File: src/verilog/bpm_consts.svh
// Purpose: offsets, field positions, reset values for the bridge protection block
// Assumes: 32-bit APB, byte addresses
// Notes: definitions only
`ifndef BPM_CONSTS_SVH
`define BPM_CONSTS_SVH

`define BPM_ADDR_W 12
`define BPM_CTRL_OFS 12'h000
`define BPM_STATUS_OFS 12'h004
`define BPM_PINS_OFS 12'h008
`define BPM_CTRL_MODE_LSB 0
`define BPM_CTRL_MODE_MSB 1
`define BPM_CTRL_RESET 2'h0
`define BPM_SYNC_STAGES 2
`define BPM_SYNC_CLR_IDLE 2'h3

`endif

File: src/verilog/bpm_pkg.sv
// Purpose: types used by the bridge protection block, not by its bench
// Assumes: four half-bridges A..D, index 0..3
// Notes: constants live in bpm_consts.svh
package bpm_pkg;

   // operating modes, value held in the control register
   typedef enum logic [1:0] {
      BPM_MODE_FULL_CBC = 2'h0,
      BPM_MODE_FULL_LATCH = 2'h1,
      BPM_MODE_PARALLEL = 2'h2,
      BPM_MODE_ONE_INPUT = 2'h3
   } bpm_mode_t;

   // status word as read from the status register
   typedef struct packed {
      logic [1:0] mode;
      logic [3:0] cbc_block;
      logic [3:0] oc_latched;
      logic overtemp_warning;
      logic por_ok;
      logic undervoltage;
      logic thermal_shutdown;
   } bpm_status_t;

   // gate drive of the four half-bridges
   typedef struct packed {
      logic [3:0] high_gate;
      logic [3:0] low_gate;
      logic [3:0] hiz;
      logic [3:0] weak_pulldown;
   } bpm_drive_t;

endpackage

File: src/verilog/bpm_bridge_protect.sv
// Purpose: input routing and protection of a four half-bridge driver
// Assumes: analog comparators arrive as asynchronous digital pins
// Notes: pins pass two flip-flops; registers reached over APB
//
// Overview of operation
// - warning low while hot above warning level
// - shutdown heat: all bridges Hi-Z, fault low
// - thermal shutdown latched until pair clears
// - both pair clears must rise to clear
// - power-on clear resets overcurrent until supplies good
// - undervoltage: all Hi-Z, fault low at once
// - undervoltage not latched, recovers by itself
// - low pair clear forces its pair Hi-Z
// - low pair clear enables weak pulldown
// - pair clear rise clears its pair overcurrent
// - four modes selectable
// - modes 1,2: each input drives own bridge
// - mode 2: no cycle limiting, latch only
// - mode 3: A drives AB, B drives CD
// - parallel pairs switch in lockstep
// - parallel: either clear low, all Hi-Z
// - mode 4: A and C drive complementary pairs
// - cycle limit holds driver off until toggle
// - low-side trip keeps high side off too
// - severe overcurrent latches bridge Hi-Z in modes 1,3,4
// - latched mode: trip shuts down until cleared
// - protection independent per half-bridge, except mode 3
`timescale 1ns/1ps
`include "bpm_consts.svh"

module bpm_bridge_protect #(
   parameter int NUM_SUPPLIES = 5
) (
   // clock and reset
   input wire logic SYS_CLK_I,
   input wire logic RESET_N_I,
   // apb slave
   input wire logic PSEL_I,
   input wire logic PENABLE_I,
   input wire logic PWRITE_I,
   input wire logic [`BPM_ADDR_W-1:0] PADDR_I,
   input wire logic [31:0] PWDATA_I,
   output logic [31:0] PRDATA_O,
   output logic PREADY_O,
   output logic PSLVERR_O,
   // controller pins
   input wire logic [3:0] PHASE_IN_I,
   input wire logic PAIR_ONE_CLEAR_N_I,
   input wire logic PAIR_TWO_CLEAR_N_I,
   // analog monitors
   input wire logic TEMP_WARN_I,
   input wire logic TEMP_SHUTDOWN_I,
   input wire logic POWER_GOOD_I,
   input wire logic [NUM_SUPPLIES-1:0] SUPPLY_UNDERVOLT_I,
   input wire logic [3:0] OC_HIGH_I,
   input wire logic [3:0] OC_LOW_I,
   input wire logic [3:0] OC_SEVERE_I,
   // power stage
   output logic [3:0] HIGH_GATE_O,
   output logic [3:0] LOW_GATE_O,
   output logic [3:0] HIZ_O,
   output logic [3:0] WEAK_PULLDOWN_O,
   // status pins
   output logic OVERTEMP_WARNING_N_O,
   output logic FAULT_N_O
);

   localparam int SW = 21 + NUM_SUPPLIES;

   if (NUM_SUPPLIES < 1 || NUM_SUPPLIES > 8) begin : g_bad_supplies
      $error("NUM_SUPPLIES must be 1 to 8");
   end

   // ****************************************
   // helper functions
   // ****************************************
   // phase input feeding each half-bridge in a mode
   function automatic logic [3:0] route(input bpm_pkg::bpm_mode_t m, input logic [3:0] p);
      logic [3:0] c;
      c = p;
      case (m)
         bpm_pkg::BPM_MODE_PARALLEL: begin
            c = {p[1], p[1], p[0], p[0]};
         end
         bpm_pkg::BPM_MODE_ONE_INPUT: begin
            c = {~p[2], p[2], ~p[0], p[0]};
         end
         default: begin
            c = p;
         end
      endcase
      return c;
   endfunction

   // spread a per-bridge flag across its pair
   function automatic logic [3:0] pair_or(input logic [3:0] v);
      return {{2{v[3] | v[2]}}, {2{v[1] | v[0]}}};
   endfunction

   // ****************************************
   // pin synchronisers
   // ****************************************
   logic [SW-1:0] pins_raw;
   logic [SW-1:0] sync1_r;
   logic [SW-1:0] sync2_r;

   assign pins_raw = {SUPPLY_UNDERVOLT_I, OC_SEVERE_I, OC_LOW_I, OC_HIGH_I, POWER_GOOD_I,
                      TEMP_SHUTDOWN_I, TEMP_WARN_I, PAIR_TWO_CLEAR_N_I,
                      PAIR_ONE_CLEAR_N_I, PHASE_IN_I};

   always_ff @(posedge SYS_CLK_I) begin
      if (!RESET_N_I) begin
         // clears start released, else the first sample after reset looks like a rise
         sync1_r <= {{(SW - 6){1'b0}}, `BPM_SYNC_CLR_IDLE, 4'h0};
         sync2_r <= {{(SW - 6){1'b0}}, `BPM_SYNC_CLR_IDLE, 4'h0};
      end else begin
         sync1_r <= pins_raw;
         sync2_r <= sync1_r;
      end
   end

   logic [3:0] phase_s;
   logic clr1_n_s;
   logic clr2_n_s;
   logic warn_s;
   logic hot_s;
   logic pgood_s;
   logic [3:0] oc_hi_s;
   logic [3:0] oc_lo_s;
   logic [3:0] oc_sev_s;
   logic [NUM_SUPPLIES-1:0] uv_s;

   assign phase_s = sync2_r[3:0];
   assign clr1_n_s = sync2_r[4];
   assign clr2_n_s = sync2_r[5];
   assign warn_s = sync2_r[6];
   assign hot_s = sync2_r[7];
   assign pgood_s = sync2_r[8];
   assign oc_hi_s = sync2_r[12:9];
   assign oc_lo_s = sync2_r[16:13];
   assign oc_sev_s = sync2_r[20:17];
   assign uv_s = sync2_r[SW-1:21];

   // ****************************************
   // edge detection
   // ****************************************
   logic clr1_prev_r;
   logic clr2_prev_r;
   logic [3:0] cmd_prev_r;
   logic rise1;
   logic rise2;
   logic [3:0] cmd;
   logic [3:0] cmd_edge;
   bpm_pkg::bpm_mode_t mode_r;

   assign rise1 = clr1_n_s & ~clr1_prev_r;
   assign rise2 = clr2_n_s & ~clr2_prev_r;
   assign cmd = route(mode_r, phase_s);
   assign cmd_edge = cmd ^ cmd_prev_r;

   // previous clear levels start high so a released pin after reset is no edge
   always_ff @(posedge SYS_CLK_I) begin
      if (!RESET_N_I) begin
         clr1_prev_r <= 1'b1;
         clr2_prev_r <= 1'b1;
         cmd_prev_r <= 4'h0;
      end else begin
         clr1_prev_r <= clr1_n_s;
         clr2_prev_r <= clr2_n_s;
         cmd_prev_r <= cmd;
      end
   end

   // ****************************************
   // supply monitoring
   // ****************************************
   logic por_ok_r;
   logic uv_now;

   assign uv_now = |uv_s;

   always_ff @(posedge SYS_CLK_I) begin
      if (!RESET_N_I) begin
         por_ok_r <= 1'b0;
      end else begin
         por_ok_r <= pgood_s;
      end
   end

   // ****************************************
   // thermal shutdown latch
   // ****************************************
   logic thermal_r;
   logic rose1_r;
   logic rose2_r;
   logic both_rose;

   assign both_rose = (rose1_r | rise1) & (rose2_r | rise2);

   always_ff @(posedge SYS_CLK_I) begin
      if (!RESET_N_I) begin
         thermal_r <= 1'b0;
      end else if (hot_s) begin
         thermal_r <= 1'b1;
      end else if (thermal_r && both_rose) begin
         thermal_r <= 1'b0;
      end
   end

   // remember which pair clear has risen since the shutdown
   always_ff @(posedge SYS_CLK_I) begin
      if (!RESET_N_I || !thermal_r || both_rose) begin
         rose1_r <= 1'b0;
         rose2_r <= 1'b0;
      end else begin
         rose1_r <= rose1_r | rise1;
         rose2_r <= rose2_r | rise2;
      end
   end

   // ****************************************
   // overcurrent handling
   // ****************************************
   logic cbc_mode;
   logic [3:0] oc_any;
   logic [3:0] pair_rise;
   logic [3:0] cbc_r;
   logic [3:0] oc_latch_r;
   logic [3:0] oc_latch_set;
   logic [3:0] cbc_set;

   assign cbc_mode = (mode_r != bpm_pkg::BPM_MODE_FULL_LATCH);
   assign oc_any = oc_hi_s | oc_lo_s;
   assign pair_rise = {rise2, rise2, rise1, rise1};
   assign cbc_set = cbc_mode ? oc_any : 4'h0;
   assign oc_latch_set = cbc_mode ? oc_sev_s : oc_any;

   // a trip turns both switches of the bridge off until the next input edge
   always_ff @(posedge SYS_CLK_I) begin
      if (!RESET_N_I || !por_ok_r) begin
         cbc_r <= 4'h0;
      end else begin
         cbc_r <= cbc_set | (cbc_r & ~cmd_edge);
      end
   end

   // set wins over a simultaneous clearing edge
   always_ff @(posedge SYS_CLK_I) begin
      if (!RESET_N_I || !por_ok_r) begin
         oc_latch_r <= 4'h0;
      end else begin
         oc_latch_r <= oc_latch_set | (oc_latch_r & ~pair_rise);
      end
   end

   // ****************************************
   // gate drive
   // ****************************************
   logic [3:0] pair_clear_low;
   logic [3:0] block;
   logic [3:0] stop;
   logic global_stop;
   bpm_pkg::bpm_drive_t drive_nxt;
   bpm_pkg::bpm_drive_t drive_r;

   assign global_stop = thermal_r | uv_now | ~por_ok_r;

   always_comb begin
      pair_clear_low = {~clr2_n_s, ~clr2_n_s, ~clr1_n_s, ~clr1_n_s};
      block = cbc_r | oc_latch_r;
      if (mode_r == bpm_pkg::BPM_MODE_PARALLEL) begin
         block = pair_or(block);
         if (!clr1_n_s || !clr2_n_s) begin
            pair_clear_low = 4'hF;
         end
      end
      stop = block | pair_clear_low | {4{global_stop}};
      drive_nxt.high_gate = cmd & ~stop;
      drive_nxt.low_gate = ~cmd & ~stop;
      drive_nxt.hiz = stop;
      drive_nxt.weak_pulldown = {~clr2_n_s, ~clr2_n_s, ~clr1_n_s, ~clr1_n_s};
   end

   // power stage starts off and Hi-Z
   always_ff @(posedge SYS_CLK_I) begin
      if (!RESET_N_I) begin
         drive_r <= '{high_gate: 4'h0, low_gate: 4'h0, hiz: 4'hF, weak_pulldown: 4'h0};
      end else begin
         drive_r <= drive_nxt;
      end
   end

   assign HIGH_GATE_O = drive_r.high_gate;
   assign LOW_GATE_O = drive_r.low_gate;
   assign HIZ_O = drive_r.hiz;
   assign WEAK_PULLDOWN_O = drive_r.weak_pulldown;

   // ****************************************
   // status pins
   // ****************************************
   logic warn_n_r;
   logic fault_n_r;

   always_ff @(posedge SYS_CLK_I) begin
      if (!RESET_N_I) begin
         warn_n_r <= 1'b1;
         fault_n_r <= 1'b0;
      end else begin
         warn_n_r <= ~warn_s;
         fault_n_r <= ~(|oc_latch_r | thermal_r | uv_now | ~por_ok_r);
      end
   end

   assign OVERTEMP_WARNING_N_O = warn_n_r;
   assign FAULT_N_O = fault_n_r;

   // ****************************************
   // apb register file
   // ****************************************
   // one wait state keeps read data and ready straight from flip-flops
   logic access;
   logic pready_r;
   logic pslverr_r;
   logic [31:0] prdata_r;
   logic [31:0] rd_nxt;
   logic hit;
   bpm_pkg::bpm_status_t status;

   assign access = PSEL_I & PENABLE_I;

   always_comb begin
      status.mode = mode_r;
      status.cbc_block = cbc_r;
      status.oc_latched = oc_latch_r;
      status.overtemp_warning = warn_s;
      status.por_ok = por_ok_r;
      status.undervoltage = uv_now;
      status.thermal_shutdown = thermal_r;
      hit = 1'b1;
      rd_nxt = 32'h0000_0000;
      case (PADDR_I)
         `BPM_CTRL_OFS: begin
            rd_nxt[`BPM_CTRL_MODE_MSB:`BPM_CTRL_MODE_LSB] = mode_r;
         end
         `BPM_STATUS_OFS: begin
            rd_nxt[$bits(status)-1:0] = status;
         end
         `BPM_PINS_OFS: begin
            rd_nxt[SW-1:0] = sync2_r;
         end
         default: begin
            hit = 1'b0;
         end
      endcase
   end

   always_ff @(posedge SYS_CLK_I) begin
      if (!RESET_N_I) begin
         pready_r <= 1'b0;
         pslverr_r <= 1'b0;
         prdata_r <= 32'h0000_0000;
      end else begin
         pready_r <= access & ~pready_r;
         pslverr_r <= access & ~pready_r & ~hit;
         prdata_r <= (access && !pready_r && !PWRITE_I) ? rd_nxt : 32'h0000_0000;
      end
   end

   // mode write lands at the completing edge only
   always_ff @(posedge SYS_CLK_I) begin
      if (!RESET_N_I) begin
         mode_r <= bpm_pkg::bpm_mode_t'(`BPM_CTRL_RESET);
      end else if (access && pready_r && PWRITE_I && PADDR_I == `BPM_CTRL_OFS) begin
         mode_r <= bpm_pkg::bpm_mode_t'(PWDATA_I[`BPM_CTRL_MODE_MSB:`BPM_CTRL_MODE_LSB]);
      end
   end

   assign PREADY_O = pready_r;
   assign PSLVERR_O = pslverr_r;
   assign PRDATA_O = prdata_r;

endmodule

File: config.mk
export PLATFORM = sky130hd
export DESIGN_NAME = bpm_bridge_protect
export DESIGN_NICKNAME = d
export VERILOG_FILES = /design/src/verilog/bpm_pkg.sv /design/src/verilog/bpm_bridge_protect.sv
export VERILOG_INCLUDE_DIRS = /design/src /design/src/verilog
export SDC_FILE = /design/constraint.sdc
export NUM_CORES = 1
export LEC_CHECK = 0
export ABC_AREA = 1
export BUFFER_PORTS_ARGS = -buffer_cell sky130_fd_sc_hd__buf_2
export CAP_MARGIN = 20
export CELL_PAD_IN_SITES_DETAIL_PLACEMENT = 0
export CELL_PAD_IN_SITES_GLOBAL_PLACEMENT = 1
export CORE_UTILIZATION = 36
export DETAILED_ROUTE_END_ITERATION = 16
export PLACE_DENSITY_LB_ADDON = 0.1
export SLEW_MARGIN = 20
export SYNTH_ARGS = -nofsm -noshare
export SYNTH_HDL_FRONTEND = slang
export SYNTH_SLANG_ARGS = --single-unit
File: constraint.sdc
create_clock -name SYS_CLK_I -period 1.7 [get_ports SYS_CLK_I]
set_clock_uncertainty 0.1 [all_clocks]
set_input_delay 0.17 -clock SYS_CLK_I [delete_from_list [all_inputs] [get_ports SYS_CLK_I]]
set_output_delay 0.17 -clock SYS_CLK_I [all_outputs]
set_load 0.05 [all_outputs]
# After elaboration in Yosys (flattened, before gate mapping)
# Index checks and enable logic that the tools add are counted.
# W data, S select, Z words.
op_classes:
  reduce_logical: 24
  n_eq_ne: 5
  bitwise_logic: 41
  n_mux: 11
op_table:
  columns: ["cell", "count"]
  rows:
  - ["$or A4 B4 Y4", 6]
  - ["$pmux W12 S2", 1]
  - ["$mux W4", 5]
  - ["$and A4 B4 Y4", 4]
  - ["$not A4 Y4", 4]
  - ["$eq A12 B3 Y1 const B", 1]
  - ["$eq A12 B4 Y1 const B", 1]
  - ["$logic_not A12 Y1", 1]
  - ["$not A1 Y1", 11]
  - ["$or A1 B1 Y1", 9]
  - ["$pmux W4 S2", 1]
  - ["$logic_not A1 Y1", 7]
  - ["$and A1 B1 Y1", 6]
  - ["$logic_and A1 B1 Y1", 6]
  - ["$pmux W2 S3", 1]
  - ["$reduce_or A5 Y1", 1]
  - ["$eq A2 B2 Y1 const B", 2]
  - ["$logic_or A1 B1 Y1", 4]
  - ["$reduce_or A4 Y1", 1]
  - ["$xor A4 B4 Y4", 1]
  - ["$mux W1", 3]
  - ["$reduce_and A3 Y1", 1]
  - ["$reduce_or A3 Y1", 1]
  - ["$ne A2 B1 Y1 const B", 1]
  - ["2 further kinds", 2]
totals:
  ff_bits: 123
  inputBits: 75
  wordCells: 104
  out_inout_bits: 52

# Longest topological paths before layout
# Gate-level depths: netlist of the first run.
depth:
  word_depth: 8
  mapped_depth: 8
  depth_no_buf: 8

# Worst setup path after synthesis of the first run
# No wires, ideal clock.
synth_timing:
  kind: "register to register"
  from: "register pready_r (netlist: PREADY_O)"
  to: "register prdata_r[10] (netlist: PRDATA_O[10])"
  arrival_ns: 1.300
  path_stages_with_launch: 7
  synth_period_minus_slack_ns: 1.473
  setup_slack_ns: 0.227
  path_buffers: 1
  cell_sequence: "dfxtp_1 > inv_1 > nand3_1 > nor3_4 > buf_2 > nand2_1 > o22ai_2"
synth_between:
  elab_chain_cells: 4
synth_lines:
  columns: ["element", "line_no", "rtl"]
  rows:
  - ["start: declaration", "bpm_bridge_protect.sv:322", "logic pready_r;"]
  - ["start signal: assignment", "bpm_bridge_protect.sv:363", "pready_r <= access & ~pready_r;"]
  - ["$logic_not A1 Y1", "bpm_bridge_protect.sv:365", "prdata_r <= (access && !pready_r && !PWRITE_I) ? rd_nxt : 32'h0000_0000;"]
  - ["$logic_and A1 B1 Y1 (2 in series)", "bpm_bridge_protect.sv:365", null]
  - ["$reduce_and A2 Y1 (no source line)", null, null]
  - ["end signal: assignment", "bpm_bridge_protect.sv:365", null]
  - ["end: declaration", "bpm_bridge_protect.sv:324", "logic [31:0] prdata_r;"]
# Every way passes these cells.
# A chain may end at the register's enable or synchronous reset.

# Worst setup path in the final report of the first run
layout_timing:
  from: "register pready_r (netlist: PREADY_O)"
  to: "register pslverr_r (netlist: PSLVERR_O)"
layout_between:
  elab_chain_cells: 3
layout_lines:
  columns: ["element", "line_no", "rtl"]
  rows:
  - ["$not A1 Y1", "bpm_bridge_protect.sv:364", "pslverr_r <= access & ~pready_r & ~hit;"]
  - ["$and A1 B1 Y1 (2 in series)", "bpm_bridge_protect.sv:364", null]
  - ["end signal: assignment", "bpm_bridge_protect.sv:364", null]
  - ["end: declaration", "bpm_bridge_protect.sv:323", "logic pslverr_r;"]
# Every way passes these cells.

==> impl_results.md, run 1 <==
- Status: finished, final reports clean
- IO Count: 127
- Endpoints failing hold: 0
- Max-slew violation count: 0
- Multiplexer area fraction after synthesis: 0%
- Total of max-cap violations: 0
- Root buf cell: clkbuf_8
- Async S/R FF share, synth: 0%
- R2R depth: 6
- Avg Inst Size Synth: 8.32 um2
- Via count: 3089
- RSZ-0062 raised after global routing: no
- Clock input transition at the sequential cells of the worst setup and hold paths: 60 ps
- Combinational power share: 4.9%
- Post-synthesis simple-gate area fraction: 21.6%
- Syn Std Cell Area: 0.00395 mm2
- Post-synthesis compound-gate area fraction: 6.58%
- IO buf count: 90
- # resized after CTS: 0
- Yosys top cell area share: 58.8%
- Power per Cell Area: 1230 mW/mm2
- Largest family of logic cells by synthesized area: simple AND/OR/NAND/NOR gates
- Die Y: 107 um
- Yosys top cell by area: dfxtp_1
- Row cnt: 37
- Seq/Total Area, Yosys: 58.8%
- R2R Setup Slk: 250 ps
- Initial antenna violation count: 0
- Worst VDD drop: 0.000566 V
- Worst min-delay path category: in2reg
- Post-route clock period utilization: 85.5%
- Critical-path cell list: inv_1 > nand3_1 > dlygate4sd3_1 > nor2_1 > nand2_1 > inv_1
- DRT antenna net count: 0
- Share of cells above drive strength 1: 25.2%
- RD Place Congestion: 0.825
- NetSw: 1.49 mW
- Final setup viols: 0
- Clk sink count: 116
- Total Die Area: 0.0114 mm2
- H-tree levels: 4
- Hpwl dp: 5530 um
- Fin crit period: 1450 ps
- Slew headroom: 65.8%
- Main area contributors after synthesis: dfxtp_1, nand2_1, inv_1
- Non-Filler Instances: 760
- DIE WIDTH: 107 um
- Crit-path slowest cell: dlygate4sd3_1
- Setup CP Type: reg2reg
- RR Endpoint: PSLVERR_O$_SDFF_PN0_
- Cell repeated most along the worst path: inv_1
- Postcts setup bufs: 0
- Total CTS buffers: 17
- Vias in the first global route: 2979
- Critical Path RT: 2050 ps
- Seq pwr share: 41.7%
- Commonest cells after routing, fill and taps aside: dfxtp_1, nand2_1, inv_1
- CP endpoint kind: register
- CTS tree: built
- Most common cell after layout, fill and taps aside: dfxtp_1
- Hold endpoint: PSLVERR_O$_SDFF_PN0_
- Xor/xnor share of the synthesized area: 0%
- Buf+Inv Stages, Crit Path: 3
- Setup TNS: 0 ps
- Ys Warns: 0
- WL final: 8150 um
- Clk Latency, worst-skew pair: 510 ps
- Ant. Diodes: 0
- FF-to-FF Start: PREADY_O$_SDFF_PN0_
- Placed cell count: 695
- Startpoint Class: register
- Hold Path Depth: 7
- Tightest Pin Transition: 512 ps
- Drt drc: 0
- DR WL/cell: 10.7 um
- All-Layer GR Usage: 15.7%
- Overflow after GRT: 0
- CP max stage delay: 590 ps
- Final #Nets: 686
- Post-synth EDFFs: 0
- Worst-path maximum fanout: 3
- Critical path arrival: 1810 ps
- Hold Path Origin: PADDR_I[8]
- Clock Power Share: 53.4%
- Top_reg_cell synth: dfxtp_1
- Yosys reg bits: 116
- Initial Util: 37.8%
- Layout Area Growth over Synthesis: 38.5%
- Clock Path Buffers: 2
- Sw frac: 22.0%
- First-pass GRT wire length: 13600 um
- Synthesized instance count: 475
- Max Fclk: 0.688 GHz
- P_leak: 2.82 nW
- Delay-heaviest family, CP: buffers and inverters
- P_int: 5.27 mW
- Post-synth cell types: 29
- Largest net degree at the start of global routing: 54
- Core box area: 0.0105 mm2
- Vias per std cell: 4.06
- Hold bufs inserted after CTS: 33
- Drt first pass iters: 4
- Post-synthesis adder-cell area fraction: 0%
- Starting DRT DRC Count: 130
-- cells by family (layout without fill, tap and decap cells) --
kind of cell	count (synthesis)	in the layout
simple gates	199	199
compound gates	37	37
flops	116	116
buf+inv	122	266
other cells	1	6
-- how the worst max path moves through the flow --
stage / start / depth (start not counted) / slack, ps / to
2_1_floorplan: PREADY_O$_SDFF_PN0_ / 6 / 230 / PRDATA_O[10]$_SDFF_PN0_
3_3_place_gp: RESET_N_I / 6 / 290 / HIGH_GATE_O[2]$_SDFF_PN0_
3_5_place_dp: PADDR_I[1] / 6 / 270 / PRDATA_O[5]$_SDFF_PN0_
4_1_cts: PREADY_O$_SDFF_PN0_ / 6 / 260 / PSLVERR_O$_SDFF_PN0_
5_1_grt: sync2_r[22]$_SDFF_PN0_ / 5 / 170 / LOW_GATE_O[2]$_SDFF_PN0_
6_report: PREADY_O$_SDFF_PN0_ / 6 / 250 / PSLVERR_O$_SDFF_PN0_
-- routing by layer --
| layer | global-route usage, % | share of wire, % | vias up |
|---|---|---|---|
| met5 | 0 | 0 | - |
| met4 | 6.75 | 1.2 | 0 |
| met3 | 4.50 | 4.5 | 12 |
| met2 | 25.6 | 46 | 80 |
| met1 | 19.2 | 48 | 1321 |
| li1 | - | - | 1676 |
-- power groups by stage --
stage	Combinational, mW	Sequential, mW	Clock [mW]
after floorplan	0.172	2.89	0
after global placement	0.273	2.87	0
after detailed placement	0.276	2.88	0
after CTS	0.334	2.82	3.68
after global routing	0.373	2.82	3.81
final	0.332	2.82	3.60
-- metrics by stage --
step           total power [mW]  util, %  setup slack (ps)  instance area (um2)  hold slack [ps]
2_1_floorplan              3.06        -               227                 3970              168
3_3_place_gp               3.15     43.3               294                 4530              254
4_1_cts                    6.83     52.3               255                 5470             5.98
5_1_grt                    7.01     52.3               166                 5470             32.6
6_report                   6.75     52.3               246                 5470             21.4
3_5_place_dp               3.15     43.3               271                 4530              253
-- worst register-to-register path: stages (launching register included) --
cell           delay, ps
dfxtp_1              310
inv_1                 50
nand3_1              120
dlygate4sd3_1        590
nor2_1               120
nand2_1               70
inv_1                 40
-- Yosys cell counts, types with 4 or more instances --
master / instances
o22ai_2: 8
nand3_1: 16
o211ai_1: 4
nor2_2: 4
o22ai_1: 4
inv_1: 101
or2_2: 9
nor2_1: 49
nand2_1: 109
dfxtp_1: 116
buf_4: 8
buf_1: 5
o21ai_0: 12
a21oi_1: 9
-- cell type report --
type / instances / area [um2]
clock inverters: 13 / 173
multi-input cells: 242 / 1130
inverters: 102 / 383
well taps: 136 / 170
clock buffers: 19 / 442
flip-flops and latches: 116 / 2320
repair buffers: 132 / 848
fillers: 1044 / 4990
(Power assumes the default switching activity.)
==> run 2: changes to the inputs <==
ABC_AREA = 0   (was 1)
CAP_MARGIN = 10   (was 20)
CORE_UTILIZATION = 37   (was 36)
HOLD_SLACK_MARGIN = 0.15   (was not set)
==> run 2 against run 1 <==
Net effect: first-iteration DRC count fell by 38%; die area fell by 7.0%; final cell count fell by 16%; global-route usage rose by 0.17 points; critical path type unchanged.
==> impl_results.md, run 2 <==
- H-tree levels: 4 (unchanged)
- Startpoint Class: register
- Total CTS buffers: 17 (unchanged)
- Largest net degree at the start of global routing: 67 (+24%)
- IO Count: 127 (unchanged)
- Seq/Total Area, Yosys: 61.5% (+2.8 points)
- Drt drc: 0 (unchanged)
- RD Place Congestion: 0.764 (-7.5%)
- Clock Path Buffers: 2 (unchanged)
- Drt first pass iters: 5 (+1)
- Core box area: 0.00982 mm2 (-6.1%)
- Initial Util: 38.4% (+0.65 points)
- Overflow after GRT: 0 (unchanged)
- Most common cell after layout, fill and taps aside: dfxtp_1
- Commonest cells after routing, fill and taps aside: dfxtp_1, buf_2, and2_1
- Post-synth EDFFs: 0 (unchanged)
- Setup CP Type: reg2reg
- Root buf cell: clkbuf_8
- Total of max-cap violations: 0 (unchanged)
- Power per Cell Area: 1240 mW/mm2 (+0.82%)
- Top_reg_cell synth: dfxtp_1
- Yosys top cell area share: 61.5% (+2.8 points)
- Fillcell total: 946 (-9.4%)
- Setup TNS: 0 ps (unchanged)
- Syn Std Cell Area: 0.00377 mm2 (-4.5%)
- Final #Nets: 566 (-17%)
- Commonest cells in the netlist: dfxtp_1, and2_1, nor2_1, nand2_1
- DRT antenna net count: 0 (unchanged)
- Ant. Diodes: 0 (unchanged)
- Post-route clock period utilization: 97.8% (+12 points)
- Hpwl dp: 5420 um (-2.1%)
- Ys Warns: 0 (unchanged)
- Yosys reg bits: 116 (unchanged)
- P_leak: 2.33 nW (-17%)
- R2R Setup Slk: 40 ps (-210 ps)
- Worst VDD drop: 0.000621 V (+9.7%)
- Vias per std cell: 4.38 (+7.8%)
- Worst Slack Setup Final: 37.3 ps (-209 ps)
- DP Worst Slack: 5.76 ps (-265 ps)
- CP endpoint kind: register
- All-Layer GR Usage: 15.8% (+0.17 points)
- Via count: 2791 (-9.6%)
- Yosys top cell by area: dfxtp_1
- WL final: 8020 um (-1.6%)
- Async S/R FF share, synth: 0% (unchanged)
- Design Area, Final: 0.00535 mm2 (-2.3%)
- IO buf count: 90 (unchanged)
- Avg Inst Size Synth: 10.8 um2 (+29%)
- Critical path arrival: 2000 ps (+190 ps)
- Cell Area, Placed: 0.00436 mm2 (-3.7%)
- Clk Latency, worst-skew pair: 500 ps (about the same)
- Max Fclk: 0.601 GHz (-13%)
- Worst min-delay path category: in2reg
- Endpoints failing hold: 0 (unchanged)
- Fin crit period: 1660 ps (+209 ps)
- Die Y: 103 um (-3.5%)
- Synthesized instance count: 351 (-26%)
- Layout Area Growth over Synthesis: 41.7%
- Final setup viols: 0 (unchanged)
- Status: finished, final reports clean
- Clk sink count: 116 (unchanged)
- CTS tree: built
- Main area contributors after synthesis: dfxtp_1, and2_1, nor2_1
- Postcts setup bufs: 0 (unchanged)
- Share of cells above drive strength 1: 28.0% (+2.8 points)
- Starting DRT DRC Count: 80 (-38%)
- Row cnt: 36 (-2.7%)
- Critical Path RT: 2040 ps (about the same)
- Max-slew violation count: 0 (unchanged)
- Initial antenna violation count: 0 (unchanged)
- Vias in the first global route: 2461 (-17%)
- RSZ-0062 raised after global routing: yes
- Post-synth cell types: 44 (+52%)
- Final worst hold slack: 161 ps (+140 ps)
- First-pass GRT wire length: 12000 um (-12%)
- Worst-path maximum fanout: 3 (unchanged)
- Clock input transition at the sequential cells of the worst setup and hold paths: 50 ps (about the same)
- Most common cell in the synthesized netlist: dfxtp_1
- DIE WIDTH: 103 um (-3.5%)
- DR WL/cell: 12.6 um (+17%)
- Total Die Area: 0.0106 mm2 (-7.0%)
==> run 2: path summary, 6_finish.rpt <==
check / startpoint / to / cells past startpoint
worst max-delay path: sync2_r[21]$_SDFF_PN0_ / LOW_GATE_O[1]$_SDFF_PN0_ / 4
worst min register to register: sync1_r[4]$_SDFF_PN1_ / sync2_r[4]$_SDFF_PN1_ / 1
worst min-delay path: PADDR_I[8] / mode_r[1]$_SDFFE_PN0P_ / 5
worst max register to register: sync2_r[21]$_SDFF_PN0_ / LOW_GATE_O[1]$_SDFF_PN0_ / 4
==> run 2: timing repair <==
action / CTS / global route
hold buffers: 38 / 0
hold endpoints to repair: 71 / 0
gates resized for setup: 0 / 2
endpoints found under the setup margin: 0 / 20
==> run 2: worst max-delay path, cell delays in order, from the launching register on <==
cell and delay [ps]:
dfxtp_1 300, or4_4 570, a2111oi_4 290, o2111ai_2 200, a21oi_2 140
==> run 2: power by group <==
| group | internal (mW) | leakage (nW) | switching, mW |
|---|---|---|---|
| Combinational | 0.165 | 1.10 | 0.166 |
| Sequential | 2.79 | 0.947 | 0.0360 |
| Clock | 2.34 | 0.285 | 1.15 |
==> run 2: per-layer routing <==
layer  wire length [um]  part of all wire [%]  up-vias  track usage, %
li1                   -                     -     1434               -
met1               3700                    46     1250            18.9
met2               3740                    47       96            25.7
met3                470                   5.9       11            5.15
met4                104                   1.3        0            7.80
met5                  0                     0        -               0
==> run 2: per-stage QoR <==
step | std cells | utilization [%] | power (mW)
3_3_place_gp | 567 | 44.4 | 3.15
6_report | 637 | 54.5 | 6.65
3_5_place_dp | 567 | 44.4 | 3.15
5_1_grt | 637 | 54.5 | 6.90
2_1_floorplan | 356 | - | 3.05
4_1_cts | 637 | 54.3 | 6.72
==> run 2: logic make-up after synthesis <==
logic type                Yosys count  share of synthesized area (%)
DFF                               116                           61.5
muxes                               5                           1.33
and+or+nand+nor                   155                           23.9
AOI/OAI and AO/OA                  39                           7.79
buffers and inverters              30                           4.21
xor gates and xnor gates            5                           1.16
other                               1                         0.0994
==> run 2: final cells by class <==
type                            instances  area (um2)  area share (%)
Tap cell                              133         166            3.11
Clock buffer                           24         470            8.80
Timing Repair Buffer                  139         913            17.1
Clock inverter                          8         124            2.32
Inverter                                7        26.3           0.491
Multi-Input combinational cell        210        1330            24.8
Sequential cell                       116        2320            43.4
